<file path="config.mk">
export PLATFORM = sky130hd
export DESIGN_NAME = dcm_top
export DESIGN_NICKNAME = d
export VERILOG_FILES = /design/src/rtl/dcm_top.v /design/src/rtl/dcm_stat_ram.v
export VERILOG_INCLUDE_DIRS = /design/src /design/src/rtl
export SDC_FILE = /design/constraint.sdc
export NUM_CORES = 2
export LEC_CHECK = 0
export BUFFER_PORTS_ARGS = -buffer_cell sky130_fd_sc_hd__buf_2
export CAP_MARGIN = 25
export CELL_PAD_IN_SITES_DETAIL_PLACEMENT = 1
export CELL_PAD_IN_SITES_GLOBAL_PLACEMENT = 1
export CORE_MARGIN = 4
export CORE_UTILIZATION = 35
export CTS_CLUSTER_SIZE = 25
export DETAILED_ROUTE_END_ITERATION = 7
export PLACE_DENSITY_LB_ADDON = 0.1
export SETUP_SLACK_MARGIN = 0.2
export SLEW_MARGIN = 20
export SYNTH_ARGS = -nofsm -noshare
export SYNTH_HDL_FRONTEND = slang
export SYNTH_SLANG_ARGS = --single-unit
export TNS_END_PERCENT = 1
</file>
<file path="constraint.sdc">
create_clock -name clock -period 19.9 [get_ports clock]
set_input_delay 3.98 -clock clock [delete_from_list [all_inputs] [get_ports clock]]
set_output_delay 3.98 -clock clock [all_outputs]
set_load 0.01 [all_outputs]
</file>
<file path="src/rtl/dcm_consts.vh">
// constants of the data-cache class maintenance block
`ifndef DCM_CONSTS_VH
`define DCM_CONSTS_VH

// ==========================================================
// register port offsets and reset values
`define DCM_OFS_CFG      8'h00
`define DCM_OFS_STAT     8'h04
`define DCM_CFG_RST      3'h0
`define DCM_CFG_WAY      0
`define DCM_CFG_CACHE_FIELD_A     1
`define DCM_CFG_UXE      2
`define DCM_STAT_BUSY    0
`define DCM_STAT_EXC_LO  1
`define DCM_STAT_EXC_HI  4
`define DCM_STAT_CNT_LO  8
`define DCM_STAT_CNT_HI  23

// ==========================================================
// instruction fields (bit 31 of the word is the msb)
`define DCM_OPC_HI       31
`define DCM_OPC_LO       26
`define DCM_RD_HI        25
`define DCM_RD_LO        21
`define DCM_RA_HI        20
`define DCM_RA_LO        16
`define DCM_XO_HI        10
`define DCM_XO_LO        1
`define DCM_LAST         0
`define DCM_OPC_PRI      6'h1F
`define DCM_XO_INV       10'h1C6
`define DCM_XO_READ      10'h1E6

// ==========================================================
// effective address fields
`define DCM_EA_CLS_HI    12
`define DCM_EA_CLS_LO    5
`define DCM_EA_WRD_HI    4
`define DCM_EA_WRD_LO    2
`define DCM_EA_ALN_HI    1
`define DCM_EA_ALN_LO    0

// ==========================================================
// result word layout
`define DCM_RES_CACHE_FIELD_A_HI  31
`define DCM_RES_CACHE_FIELD_A_LO  13
`define DCM_RES_DIRTY    5
`define DCM_RES_VALID    4
`define DCM_RES_LRU      0

// ==========================================================
// line status entry: valid a/b, dirty a/b, lru
`define DCM_ST_VA        0
`define DCM_ST_VB        1
`define DCM_ST_DA        2
`define DCM_ST_DB        3
`define DCM_ST_LRU       4
`define DCM_ST_INV_MASK  5'h0F
`define DCM_ST_W         5
`define DCM_CLASSES      256

`endif

</file>
<file path="src/rtl/dcm_top.v">
// data-cache class invalidate and debug read engine
//
// Notes on behaviour
// - address is base (or zero) plus index
// - invalidate clears both ways of class
// - invalidate ignores cachability and hit state
// - dirty lines discarded, never written back
// - user mode gives program exception instead
// - relocation: zone protection faults invalidate
// - user attribute with enable faults invalidate
// - relocation: missing translation faults invalidate
// - invalidate checked as a store
// - neither operation raises address-compare debug
// - nonzero reserved bits never cause program exception
// - class from address, way from config bit
// - cache_field_a bit picks word or tag
// - cache_field_a high, dirty and valid placed
// - reserved bits zero, lru in bit 0
// - read faults unless word aligned
// - read checked as load, never storage fault
//
// Our own choices: the strobed register port and the register offsets.
`timescale 1ns/1ps
`include "dcm_consts.vh"

module dcm_top (
   input  wire         clock,          // core clock, 50 MHz
   input  wire         arst_n,         // async reset, active low
   // ==========================================================
   // register port
   input  wire [7:0]   reg_addr,       // byte address
   input  wire [31:0]  reg_wdata,      // write data
   input  wire         reg_wr,         // write strobe
   input  wire         reg_rd,         // read strobe
   output reg  [31:0]  reg_rdata_q,    // read data, cycle after strobe
   // ==========================================================
   // pipeline issue and completion
   input  wire         op_valid,       // instruction offered
   input  wire [31:0]  op_instr,       // instruction word
   input  wire [31:0]  op_base_val,    // contents of base register
   input  wire [31:0]  op_index_val,   // contents of index register
   input  wire         op_user_mode,   // issued in user mode
   input  wire         op_reloc_en,    // data relocation enabled
   output reg          busy_q,         // operation in flight
   output reg          done_q,         // completion pulse
   output reg          exc_program_q,  // program exception
   output reg          exc_align_q,    // alignment exception
   output reg          exc_dstor_q,    // data-storage exception
   output reg          exc_dtlb_q,     // data tlb-miss exception
   output reg          dest_we_q,      // write destination register
   output reg  [4:0]   dest_idx_q,     // destination register number
   output reg  [31:0]  dest_data_q,    // destination value
   // ==========================================================
   // translation lookup, answer one cycle after request
   output reg          xlat_req_q,     // lookup request pulse
   output reg  [31:0]  xlat_ea_q,      // effective_address looked up
   output reg          xlat_store_q,   // access classed as store
   input  wire         xlat_hit,       // valid translation found
   input  wire         xlat_no_access, // no-access zone
   input  wire         xlat_read_only, // read-only zone
   input  wire         xlat_user_attr, // user_defined_attr of page
   // ==========================================================
   // data/tag array read, data one cycle after request
   output reg          arr_rd_q,       // array read pulse
   output reg  [7:0]   arr_class_q,    // congruence class
   output reg          arr_way_q,      // 0 way a, 1 way b
   output reg  [2:0]   arr_word_q,     // word in line
   output reg          arr_tag_q,      // 1 reads tag, 0 reads word
   input  wire [18:0]  arr_rdata,      // cache_field_a from array
   // ==========================================================
   // status updates from normal cache operation
   input  wire         upd_we,         // status write
   input  wire [7:0]   upd_class,      // class updated
   input  wire [4:0]   upd_mask,       // status bits written
   input  wire [4:0]   upd_bits        // status values
);

   // ==========================================================
   // states
   localparam [4:0] S_IDLE = 5'h01;
   localparam [4:0] S_XLAT = 5'h02;
   localparam [4:0] S_CHK  = 5'h04;
   localparam [4:0] S_RDW  = 5'h08;
   localparam [4:0] S_CAP  = 5'h10;

   reg  [4:0]   state_q;
   reg          op_read_q;
   reg  [31:0]  ea_q;
   reg          user_q;
   reg          reloc_q;
   reg          way_q;
   reg          uxe_q;
   // core_config_reg
   reg          way_select_bit_q;
   reg          cache_field_a_select_bit_q;
   reg          user_attr_exc_enable_q;
   reg  [3:0]   last_exc_q;
   reg  [15:0]  op_cnt_q;

   // ==========================================================
   // decode; reserved fields are not examined, except bit 0, which must be zero
   wire [5:0]  opc     = op_instr[`DCM_OPC_HI:`DCM_OPC_LO];
   wire [9:0]  xo      = op_instr[`DCM_XO_HI:`DCM_XO_LO];
   wire        form_ok = (opc == `DCM_OPC_PRI) && !op_instr[`DCM_LAST];
   wire        dec_inv = form_ok && (xo == `DCM_XO_INV);
   wire        dec_rd  = form_ok && (xo == `DCM_XO_READ);
   wire        accept  = op_valid && state_q[0] && (dec_inv || dec_rd);

   // ==========================================================
   // effective address
   wire [4:0]  base_fld = op_instr[`DCM_RA_HI:`DCM_RA_LO];
   wire [31:0] base     = (base_fld == 5'h00) ? 32'h0 : op_base_val;
   wire [31:0] ea       = base + op_index_val;
   wire        misalign = (ea[`DCM_EA_ALN_HI:`DCM_EA_ALN_LO] != 2'h0);

   // ==========================================================
   // data-access checks, sampled in the check state
   wire tlb_miss   = reloc_q && !xlat_hit;
   wire zone_fault = reloc_q && ((xlat_no_access && user_q) || xlat_read_only);
   wire attr_fault = xlat_user_attr && uxe_q;
   // a read never takes the storage fault, only the tlb miss
   wire stor_fault = !op_read_q && !tlb_miss && (zone_fault || attr_fault);
   wire chk_ok     = !tlb_miss && !stor_fault;

   // ==========================================================
   // status memory: invalidate write has priority over updates
   wire       inv_we   = state_q[2] && !op_read_q && chk_ok;
   wire       st_we    = inv_we || upd_we;
   wire [7:0] ea_class = ea_q[`DCM_EA_CLS_HI:`DCM_EA_CLS_LO];
   wire [7:0] st_waddr = inv_we ? ea_class : upd_class;
   // valid and dirty of both ways drop; lru survives, no write-back
   wire [4:0] st_wmask = inv_we ? `DCM_ST_INV_MASK : upd_mask;
   wire [4:0] st_wdata = inv_we ? 5'h00 : upd_bits;
   wire       st_re    = state_q[2] && op_read_q && chk_ok;
   wire [4:0] st_rdata;

   dcm_stat_ram u_stat (
      .clock  (clock),
      .arst_n (arst_n),
      .we     (st_we),
      .waddr  (st_waddr),
      .wmask  (st_wmask),
      .wdata  (st_wdata),
      .re     (st_re),
      .raddr  (ea_class),
      .rdata  (st_rdata)
   );

   // ==========================================================
   // result word of a cache read
   wire        sel_valid = way_q ? st_rdata[`DCM_ST_VB] : st_rdata[`DCM_ST_VA];
   wire        sel_dirty = way_q ? st_rdata[`DCM_ST_DB] : st_rdata[`DCM_ST_DA];
   reg  [31:0] result;

   always @* begin
      result = 32'h0;
      result[`DCM_RES_CACHE_FIELD_A_HI:`DCM_RES_CACHE_FIELD_A_LO] = arr_rdata;
      result[`DCM_RES_DIRTY] = sel_dirty;
      result[`DCM_RES_VALID] = sel_valid;
      result[`DCM_RES_LRU]   = st_rdata[`DCM_ST_LRU];
   end

   // ==========================================================
   // operation sequencer
   always @(posedge clock or negedge arst_n) begin
      if (!arst_n) begin
         state_q       <= S_IDLE;
         op_read_q     <= 1'b0;
         ea_q          <= 32'h0;
         user_q        <= 1'b0;
         reloc_q       <= 1'b0;
         way_q         <= 1'b0;
         uxe_q         <= 1'b0;
         busy_q        <= 1'b0;
         done_q        <= 1'b0;
         exc_program_q <= 1'b0;
         exc_align_q   <= 1'b0;
         exc_dstor_q   <= 1'b0;
         exc_dtlb_q    <= 1'b0;
         dest_we_q     <= 1'b0;
         dest_idx_q    <= 5'h00;
         dest_data_q   <= 32'h0;
         xlat_req_q    <= 1'b0;
         xlat_ea_q     <= 32'h0;
         xlat_store_q  <= 1'b0;
         arr_rd_q      <= 1'b0;
         arr_class_q   <= 8'h00;
         arr_way_q     <= 1'b0;
         arr_word_q    <= 3'h0;
         arr_tag_q     <= 1'b0;
         last_exc_q    <= 4'h0;
         op_cnt_q      <= 16'h0000;
      end else begin
         // pulses default low
         done_q        <= 1'b0;
         exc_program_q <= 1'b0;
         exc_align_q   <= 1'b0;
         exc_dstor_q   <= 1'b0;
         exc_dtlb_q    <= 1'b0;
         dest_we_q     <= 1'b0;
         xlat_req_q    <= 1'b0;
         arr_rd_q      <= 1'b0;
         case (state_q)
            S_IDLE: begin
               if (accept) begin
                  op_read_q  <= dec_rd;
                  ea_q       <= ea;
                  user_q     <= op_user_mode;
                  reloc_q    <= op_reloc_en;
                  // config is sampled once so a mid-flight write cannot split it
                  way_q      <= way_select_bit_q;
                  uxe_q      <= user_attr_exc_enable_q;
                  arr_tag_q  <= cache_field_a_select_bit_q;
                  dest_idx_q <= op_instr[`DCM_RD_HI:`DCM_RD_LO];
                  if (op_user_mode) begin
                     // privileged: refused before any lookup
                     done_q        <= 1'b1;
                     exc_program_q <= 1'b1;
                     last_exc_q    <= 4'h1;
                  end else if (dec_rd && misalign) begin
                     done_q      <= 1'b1;
                     exc_align_q <= 1'b1;
                     last_exc_q  <= 4'h2;
                  end else begin
                     // lookup carries no address-compare request
                     busy_q       <= 1'b1;
                     xlat_req_q   <= 1'b1;
                     xlat_ea_q    <= ea;
                     xlat_store_q <= dec_inv;
                     state_q      <= S_XLAT;
                  end
               end
            end
            S_XLAT: begin
               state_q <= S_CHK;
            end
            S_CHK: begin
               if (!chk_ok) begin
                  busy_q      <= 1'b0;
                  done_q      <= 1'b1;
                  exc_dtlb_q  <= tlb_miss;
                  exc_dstor_q <= stor_fault;
                  last_exc_q  <= {tlb_miss, stor_fault, 2'h0};
                  state_q     <= S_IDLE;
               end else if (op_read_q) begin
                  arr_rd_q    <= 1'b1;
                  arr_class_q <= ea_class;
                  arr_way_q   <= way_q;
                  arr_word_q  <= ea_q[`DCM_EA_WRD_HI:`DCM_EA_WRD_LO];
                  state_q     <= S_RDW;
               end else begin
                  // status cleared this cycle through inv_we
                  busy_q     <= 1'b0;
                  done_q     <= 1'b1;
                  last_exc_q <= 4'h0;
                  op_cnt_q   <= op_cnt_q + 16'h0001;
                  state_q    <= S_IDLE;
               end
            end
            S_RDW: begin
               state_q <= S_CAP;
            end
            S_CAP: begin
               // only the destination is written; status memory untouched
               busy_q      <= 1'b0;
               done_q      <= 1'b1;
               dest_we_q   <= 1'b1;
               dest_data_q <= result;
               last_exc_q  <= 4'h0;
               op_cnt_q    <= op_cnt_q + 16'h0001;
               state_q     <= S_IDLE;
            end
            default: begin
               busy_q  <= 1'b0;
               state_q <= S_IDLE;
            end
         endcase
      end
   end

   // ==========================================================
   // register port
   always @(posedge clock or negedge arst_n) begin
      if (!arst_n) begin
         way_select_bit_q       <= |(`DCM_CFG_RST & (3'h1 << `DCM_CFG_WAY));
         cache_field_a_select_bit_q      <= |(`DCM_CFG_RST & (3'h1 << `DCM_CFG_CACHE_FIELD_A));
         user_attr_exc_enable_q <= |(`DCM_CFG_RST & (3'h1 << `DCM_CFG_UXE));
         reg_rdata_q            <= 32'h0;
      end else begin
         reg_rdata_q <= 32'h0;
         if (reg_wr && (reg_addr == `DCM_OFS_CFG)) begin
            way_select_bit_q       <= reg_wdata[`DCM_CFG_WAY];
            cache_field_a_select_bit_q      <= reg_wdata[`DCM_CFG_CACHE_FIELD_A];
            user_attr_exc_enable_q <= reg_wdata[`DCM_CFG_UXE];
         end
         if (reg_rd) begin
            case (reg_addr)
               `DCM_OFS_CFG: begin
                  reg_rdata_q[`DCM_CFG_WAY]  <= way_select_bit_q;
                  reg_rdata_q[`DCM_CFG_CACHE_FIELD_A] <= cache_field_a_select_bit_q;
                  reg_rdata_q[`DCM_CFG_UXE]  <= user_attr_exc_enable_q;
               end
               `DCM_OFS_STAT: begin
                  reg_rdata_q[`DCM_STAT_BUSY] <= busy_q;
                  reg_rdata_q[`DCM_STAT_EXC_HI:`DCM_STAT_EXC_LO] <= last_exc_q;
                  reg_rdata_q[`DCM_STAT_CNT_HI:`DCM_STAT_CNT_LO] <= op_cnt_q;
               end
               default: begin
                  // unmapped addresses read as zero
                  reg_rdata_q <= 32'h0;
               end
            endcase
         end
      end
   end

endmodule

</file>
<file path="src/rtl/dcm_stat_ram.v">
// line status memory: per-bit write mask, registered read
`timescale 1ns/1ps
`include "dcm_consts.vh"

module dcm_stat_ram (
   input  wire                  clock,   // core clock
   input  wire                  arst_n,  // async reset, active low
   input  wire                  we,      // write strobe
   input  wire [7:0]            waddr,   // class written
   input  wire [`DCM_ST_W-1:0]  wmask,   // bits written
   input  wire [`DCM_ST_W-1:0]  wdata,   // write data
   input  wire                  re,      // read strobe
   input  wire [7:0]            raddr,   // class read
   output wire [`DCM_ST_W-1:0]  rdata    // read data, held until next read
);

   genvar i;
   generate
      for (i = 0; i < `DCM_ST_W; i = i + 1) begin : g_bit
         reg mem [0:`DCM_CLASSES-1];
         reg rd_q;
         always @(posedge clock) begin
            if (we && wmask[i]) begin
               mem[waddr] <= wdata[i];
            end
         end
         always @(posedge clock or negedge arst_n) begin
            if (!arst_n) begin
               rd_q <= 1'b0;
            end else if (re) begin
               // a write and a read of the same class in one cycle return the old bit
               rd_q <= mem[raddr];
            end
         end
         assign rdata[i] = rd_q;
      end
   endgenerate

endmodule

</file>
### Yosys cells after proc, flatten, opt, wreduce, memory -nomap -nowiden

Memories as Yosys holds them, arrays and structs flattened. A register that Yosys moved wholly into a read port is not among the register bits.
Cells that the tools add are included.

| cells by class | value |
|---|---|
| add/subtract/negate cells | 2 |
| equal/unequal tests | 16 |
| muxes and demuxes | 65 |
| bitwise logic cells | 3 |
| reduce and logical (&&, ||, !) cells | 50 |

Operators with widths:

| operator | count |
|---|---|
| two-way mux 16 bit | 3 |
| two-way mux 1 bit | 40 |
| adder 32 bit | 1 |
| two-way mux 32 bit | 1 |
| one-hot mux 16 bit (2 select lines) | 1 |
| two-way mux 4 bit | 7 |
| two-way mux 5 bit | 5 |
| two-way mux 24 bit | 1 |
| logical AND 1 bit | 23 |
| == test 10 x 9 -> 1 bit (second input constant) | 2 |
| one-hot mux 5 bit (4 select lines) | 1 |
| adder 16 x 1 -> 16 bit (second input constant) | 1 |
| one-hot mux 4 bit (3 select lines) | 1 |
| zero test 1 bit | 10 |
| != test 2 bit (second input constant) | 5 |
| AND reduction 3 bit | 3 |
| == test 8 x 3 -> 1 bit (second input constant) | 1 |
| zero test 8 bit | 1 |
| two-way mux 8 bit | 1 |
| AND reduction 4 bit | 2 |
| == test 6 x 5 -> 1 bit (second input constant) | 1 |
| != test 3 bit (second input constant) | 2 |
| one-hot mux 1 bit (3 select lines) | 2 |
| one-hot mux 3 bit (2 select lines) | 1 |
| 14 further kinds | 20 |

| storage, ports and cells | value |
|---|---|
| flip-flop bits (word level) | 160 |
| bits in writable memories | 1280 |
| output and inout port bits | 124 |
| memories kept | 5 |

Memories:

| memory | depth | bits a word | rd ports | clocked after memory_dff | write ports | line | text |
|---|---|---|---|---|---|---|---|
| u_stat.g_bit[0].mem | 256 | 1 | 1 | 1 | 1 | dcm_stat_ram.v:20 | `` reg mem [0:`DCM_CLASSES-1]; `` |
| u_stat.g_bit[1].mem | 256 | 1 | 1 | 1 | 1 | dcm_stat_ram.v:20 |  |
| u_stat.g_bit[2].mem | 256 | 1 | 1 | 1 | 1 | dcm_stat_ram.v:20 |  |
| u_stat.g_bit[3].mem | 256 | 1 | 1 | 1 | 1 | dcm_stat_ram.v:20 |  |
| u_stat.g_bit[4].mem | 256 | 1 | 1 | 1 | 1 | dcm_stat_ram.v:20 |  |

### Logic depth before layout (Yosys ltp)

| depth | value |
|---|---|
| word-level depth | 12 |
| gate-level depth with buffers | 14 |
| mapped depth without buffers | 13 |

### Hierarchy

Synthesis repeated with hierarchy kept, for this count alone.

| second synthesis, totals | value |
|---|---|
| cell total of the unflattened synthesis | 4805 |
| area, all modules | 63586.0 sq um |

By module, submodules not included:

| module | instances | cells an instance | area an instance (sq um) |
|---|---|---|---|
| dcm_stat_ram | 1 | 3977 | 55761.0 |
| dcm_top | 1 | 828 | 7825.0 |

### Worst setup path after synthesis

Ideal clock, no wire load.

| timing | value |
|---|---|
| kind | input-to-reg |
| from | in xlat_hit |
| to | mem u_stat.g_bit[0].mem[0], data pin |
| library setup time | 1.460 ns |
| arrival time | 11.035 ns |
| data required time | 18.440 ns |
| setup slack | 7.405 ns |
| stages | 6 |
| path through | nand2b_1 > clkbuf_1 > and4_1 > buf_2 > buf_2 > nor2b_1 |

| on the way | value |
|---|---|
| longest elaborated chain between the ends | 9 |

RTL lines:

| item | line | text |
|---|---|---|
| from (decl) | dcm_top.v:58 | `input wire xlat_hit,` |
| zero test 1 bit * | dcm_top.v:118 | `wire tlb_miss = reloc_q && !xlat_hit;` |
| logical AND 1 bit * | dcm_top.v:118 |  |
| zero test 1 bit * | dcm_top.v:122, dcm_top.v:123 |  |
| logical AND 1 bit (2 in series) | dcm_top.v:122 | `wire stor_fault = !op_read_q && !tlb_miss && (zone_fault \|\| attr_fault);` |
| zero test 1 bit | dcm_top.v:123 | `wire chk_ok = !tlb_miss && !stor_fault;` |
| logical AND 1 bit * | dcm_top.v:123 |  |
| logical AND 1 bit * | dcm_top.v:127 | `wire inv_we = state_q[2] && !op_read_q && chk_ok;` |
| two-way mux 5 bit * | dcm_top.v:133 | `wire [4:0] st_wdata = inv_we ? 5'h00 : upd_bits;` |
| named net st_wdata[0] | dcm_top.v:133 |  |
| to (decl) | dcm_stat_ram.v:20 |  |

The timed path passes the listed nets; every way through them passes the cells marked *.

### Worst setup path in the final report

| timing | value |
|---|---|
| from | in xlat_hit |
| to | mem u_stat.g_bit[3].mem[239], data pin |

| on the way | value |
|---|---|
| longest elaborated chain between the ends | 9 |

RTL lines:

| item | line |
|---|---|
| zero test 1 bit * | dcm_top.v:118 |
| logical AND 1 bit * | dcm_top.v:118 |
| zero test 1 bit * | dcm_top.v:122, dcm_top.v:123 |
| logical AND 1 bit (2 in series) | dcm_top.v:122 |
| zero test 1 bit | dcm_top.v:123 |
| logical AND 1 bit * | dcm_top.v:123 |
| logical AND 1 bit * | dcm_top.v:127 |
| two-way mux 5 bit * | dcm_top.v:133 |
| named net st_wdata[3] | dcm_top.v:133 |
| to (decl) | dcm_stat_ram.v:20 |

Marked as above.

==> metrics <==
outcome finished clean; share of cells above drive strength 1 approximately 18%; # resized after CTS 0; Peak VDD IR 0.00006909 V; global route total overflow 0; EDFF count, synth 1,280; post-synth top area cell edfxtp_1; crit-path max FO 95; hpwl dp 119,000 um; initial antenna violation count 10; DR WL/cell 26.32 um; first-pass GRT wire length approximately 290,000 um; period utilization 36.92%; Buffers on Ports approximately 250; Synth Area in Adders less than 1%; kind of end point of the critical path flop; Initial Utilization 35.30%; asr flop ratio synth approximately a tenth; PwrDens between 80 and 90 nW/um^2; mux contribution to synthesized area between 10% and 20%; unrepaired setup endpoints after global routing no; Post-Synthesis Cell Area roughly 63,000 sq um; Post-Synthesis Cells about 4,800; Data required, critical path slightly above 20 ns; Ports 309; Cells after DPL about 7,100; Synth Flop Type edfxtp_1; pin count of the biggest net entering global routing roughly 200; drt pass-1 iters 5; sinks on the clock net roughly 1,400; die area about 190,000 sq um; Reg2Reg Depth 9; Clock transition at path regs 0.06 ns; Die X ~430 um; crit-path most repeated cell buf_4; Final Skew 0.03834 ns; postcts setup bufs 0; critical path's slowest cell buf_4; row count 155; Die Ht ~430 um; Vias around 39,000; Synth Area in Simple Gates 12.84%; fin nets approximately 5,200; Setup crit start xlat_hit; design area 72,010 sq um; Tmin final between 7 and 8 ns; clock buffer depth 3; top-count cell post-synth nor2_1; Worst-Skew Late Latency between 0.8 and 0.9 ns; GRT Util Overall between 20 and 25%; CP arrival about 7.8 ns; synth unique cells 69; hold_buf cts 0; Final Worst Setup Slack around 13 ns; Critical Path, Cell by Cell buf_2 > nand2b_1 > and4_2 > buf_4 > nor2b_4 > buf_4 > buf_4; crit path kind in2reg; Reg-to-Reg Start ea_q[5]; Leakage 0.02508 uW; via density per instance 5.293; Core Footprint 178,800 sq um; vias in the first global route just over 40,000; Syn-to-layout area delta 14.07%; Min-Delay Path Class reg2reg; Ys Warns 0; max cap viols 0; Clock Root Buffer clkbuf_16; max incr delay on CP between 0.8 and 0.9 ns; placed cell area roughly 67,000 sq um; Routed WL just under 200,000 um; FMAX between 100 and 150 MHz; Seq cells post-synth 1,432; Final Hold Vio Count 0; Min Hold Slack ~0.47 ns; Routed Antenna Nets 0; sequential area share after synthesis between 60% and 70%; Setup TNS Final 0 ns; Max Slew Vio Count 0; Commonest cells post-synth nor2_1, edfxtp_1, nand2_1, mux4_2, clkbuf_1; mean post-synth cell area roughly 13 sq um; startpoint class of the critical path primary input; most area-consuming cells after synthesis edfxtp_1, mux4_2, nor2_1; drc violations 0; Worst Setup EP u_stat.g_bit[3].mem[239]; CTS Buf Count around 160; post-place setup slack 11.46 ns; top cell type's share of synthesized area approximately 61%; r2r endpoint u_stat.g_bit[4].rd_q; setup slack, reg-to-reg roughly 15 ns; final setup vio count 0; area share of xor/xnor cells in the synthesized design 0.6382%; Slew @ Worst Pin ~1.2 ns; CTS tree yes; largest family of logic cells by synthesized area simple AND/OR/NAND/NOR gates; compound-cell area share of the yosys netlist 4.551%; H-tree depth 4; Initial DRC Count 2,928; routability congestion estimate ~0.8; Max-slew headroom a little under a fifth; non-filler instance count after layout around 7,400
[worst min path at each step]
| stage | from | endpoint | cells after the start |
|---|---|---|---|
| 4_1_cts | op_cnt_q[15] | op_cnt_q[15] | 1 |
| 2_1_floorplan | ea_q[3] | arr_word_q[1] | 2 |
| 3_5_place_dp | xlat_ea_q[0] | xlat_ea_q[0] | 2 |
| 5_1_grt | last_exc_q[2] | last_exc_q[2] | 1 |
| 3_3_place_gp | dest_data_q[23] | dest_data_q[23] | 2 |
| 6_report | xlat_ea_q[0] | xlat_ea_q[0] | 2 |
[worst max-delay path: cells and delay by family]
family                 cells  cell delay, ns
buffers and inverters      4            2.02
AND/OR/NAND/NOR            3            1.60
[layout make-up]
cell class | instances | area (sq um)
diodes | 5 | 12.51
clock buffers | 221 | 4438
clock inverters | 80 | 774.5
fillers | 18540 | 106800
inverters | 22 | 82.58
multi-input cells | 2979 | 19440
flip-flops and latches | 1432 | 42250
well taps | 2355 | 2947
repair buffers | 338 | 2062
[where the power goes]
group / total [uW] / internal (uW) / switching (uW)
Sequential: 3280 / 3280 / 1.09
Combinational: 236 / 53.8 / 182
Clock: 2950 / 1690 / 1260
Total: 6460 / 5020 / 1440
[stage by stage]
| step | util (%) | total power [uW] |
|---|---|---|
| after floorplan | - | 3484 |
| after global placement | 37.31 | 3580 |
| after detailed placement | 37.34 | 3585 |
| after CTS | 40.26 | 6558 |
| after global routing | 40.27 | 6698 |
| final | 40.27 | 6463 |
[metal layers]
metal	part of all wire [%]	track usage [%]	vias to the layer above
met5	0.011	0	-
met4	1.9	4.845	4
met3	4.7	3.198	220
met2	48	34.94	938
met1	45	28.45	20580
li1	-	-	17600
[registers in the layout, indices dropped and copies added (netlist names), 3 cells and up]
register,cells
dest_data_q,22
dest_idx_q,5
last_exc_q,4
u_stat.g_bit.mem,1280
reg_rdata_q,21
xlat_ea_q,32
ea_q,11
op_cnt_q,16
u_stat.g_bit.rd_q,5
arr_word_q,3
arr_class_q,8
state_q,5
[layout by cell type, fill, tap and decap left out, types with 25 or more instances in the layout]
master     count
a21oi_1      100
a22o_1        25
a22oi_1      127
a31oi_1       33
buf_2        252
buf_4         71
clkbuf_1      45
clkbuf_16    164
clkinv_1      32
dfrtp_1      149
edfxtp_1    1280
ha_1          32
mux2i_1      149
mux4_2       249
nand2_1      479
nand3_1       38
nor2_1      1319
nor2b_1       32
o21ai_0       76
xnor2_1       29
[cells by family (layout without fill, tap and decap cells)]
| family | count (synthesis) | count (layout) |
|---|---|---|
| AND/OR/NAND/NOR | 2026 | 2026 |
| flip-flops | 1432 | 1432 |
| AO/OA/AOI/OAI | 436 | 436 |
| multiplexers | 417 | 417 |
| buffers and inverters | 366 | 661 |
| XOR/XNOR | 46 | 46 |
| adder cells (fa/ha/maj) | 33 | 33 |
| other | 1 | 26 |
(Power assumes the default switching activity.)
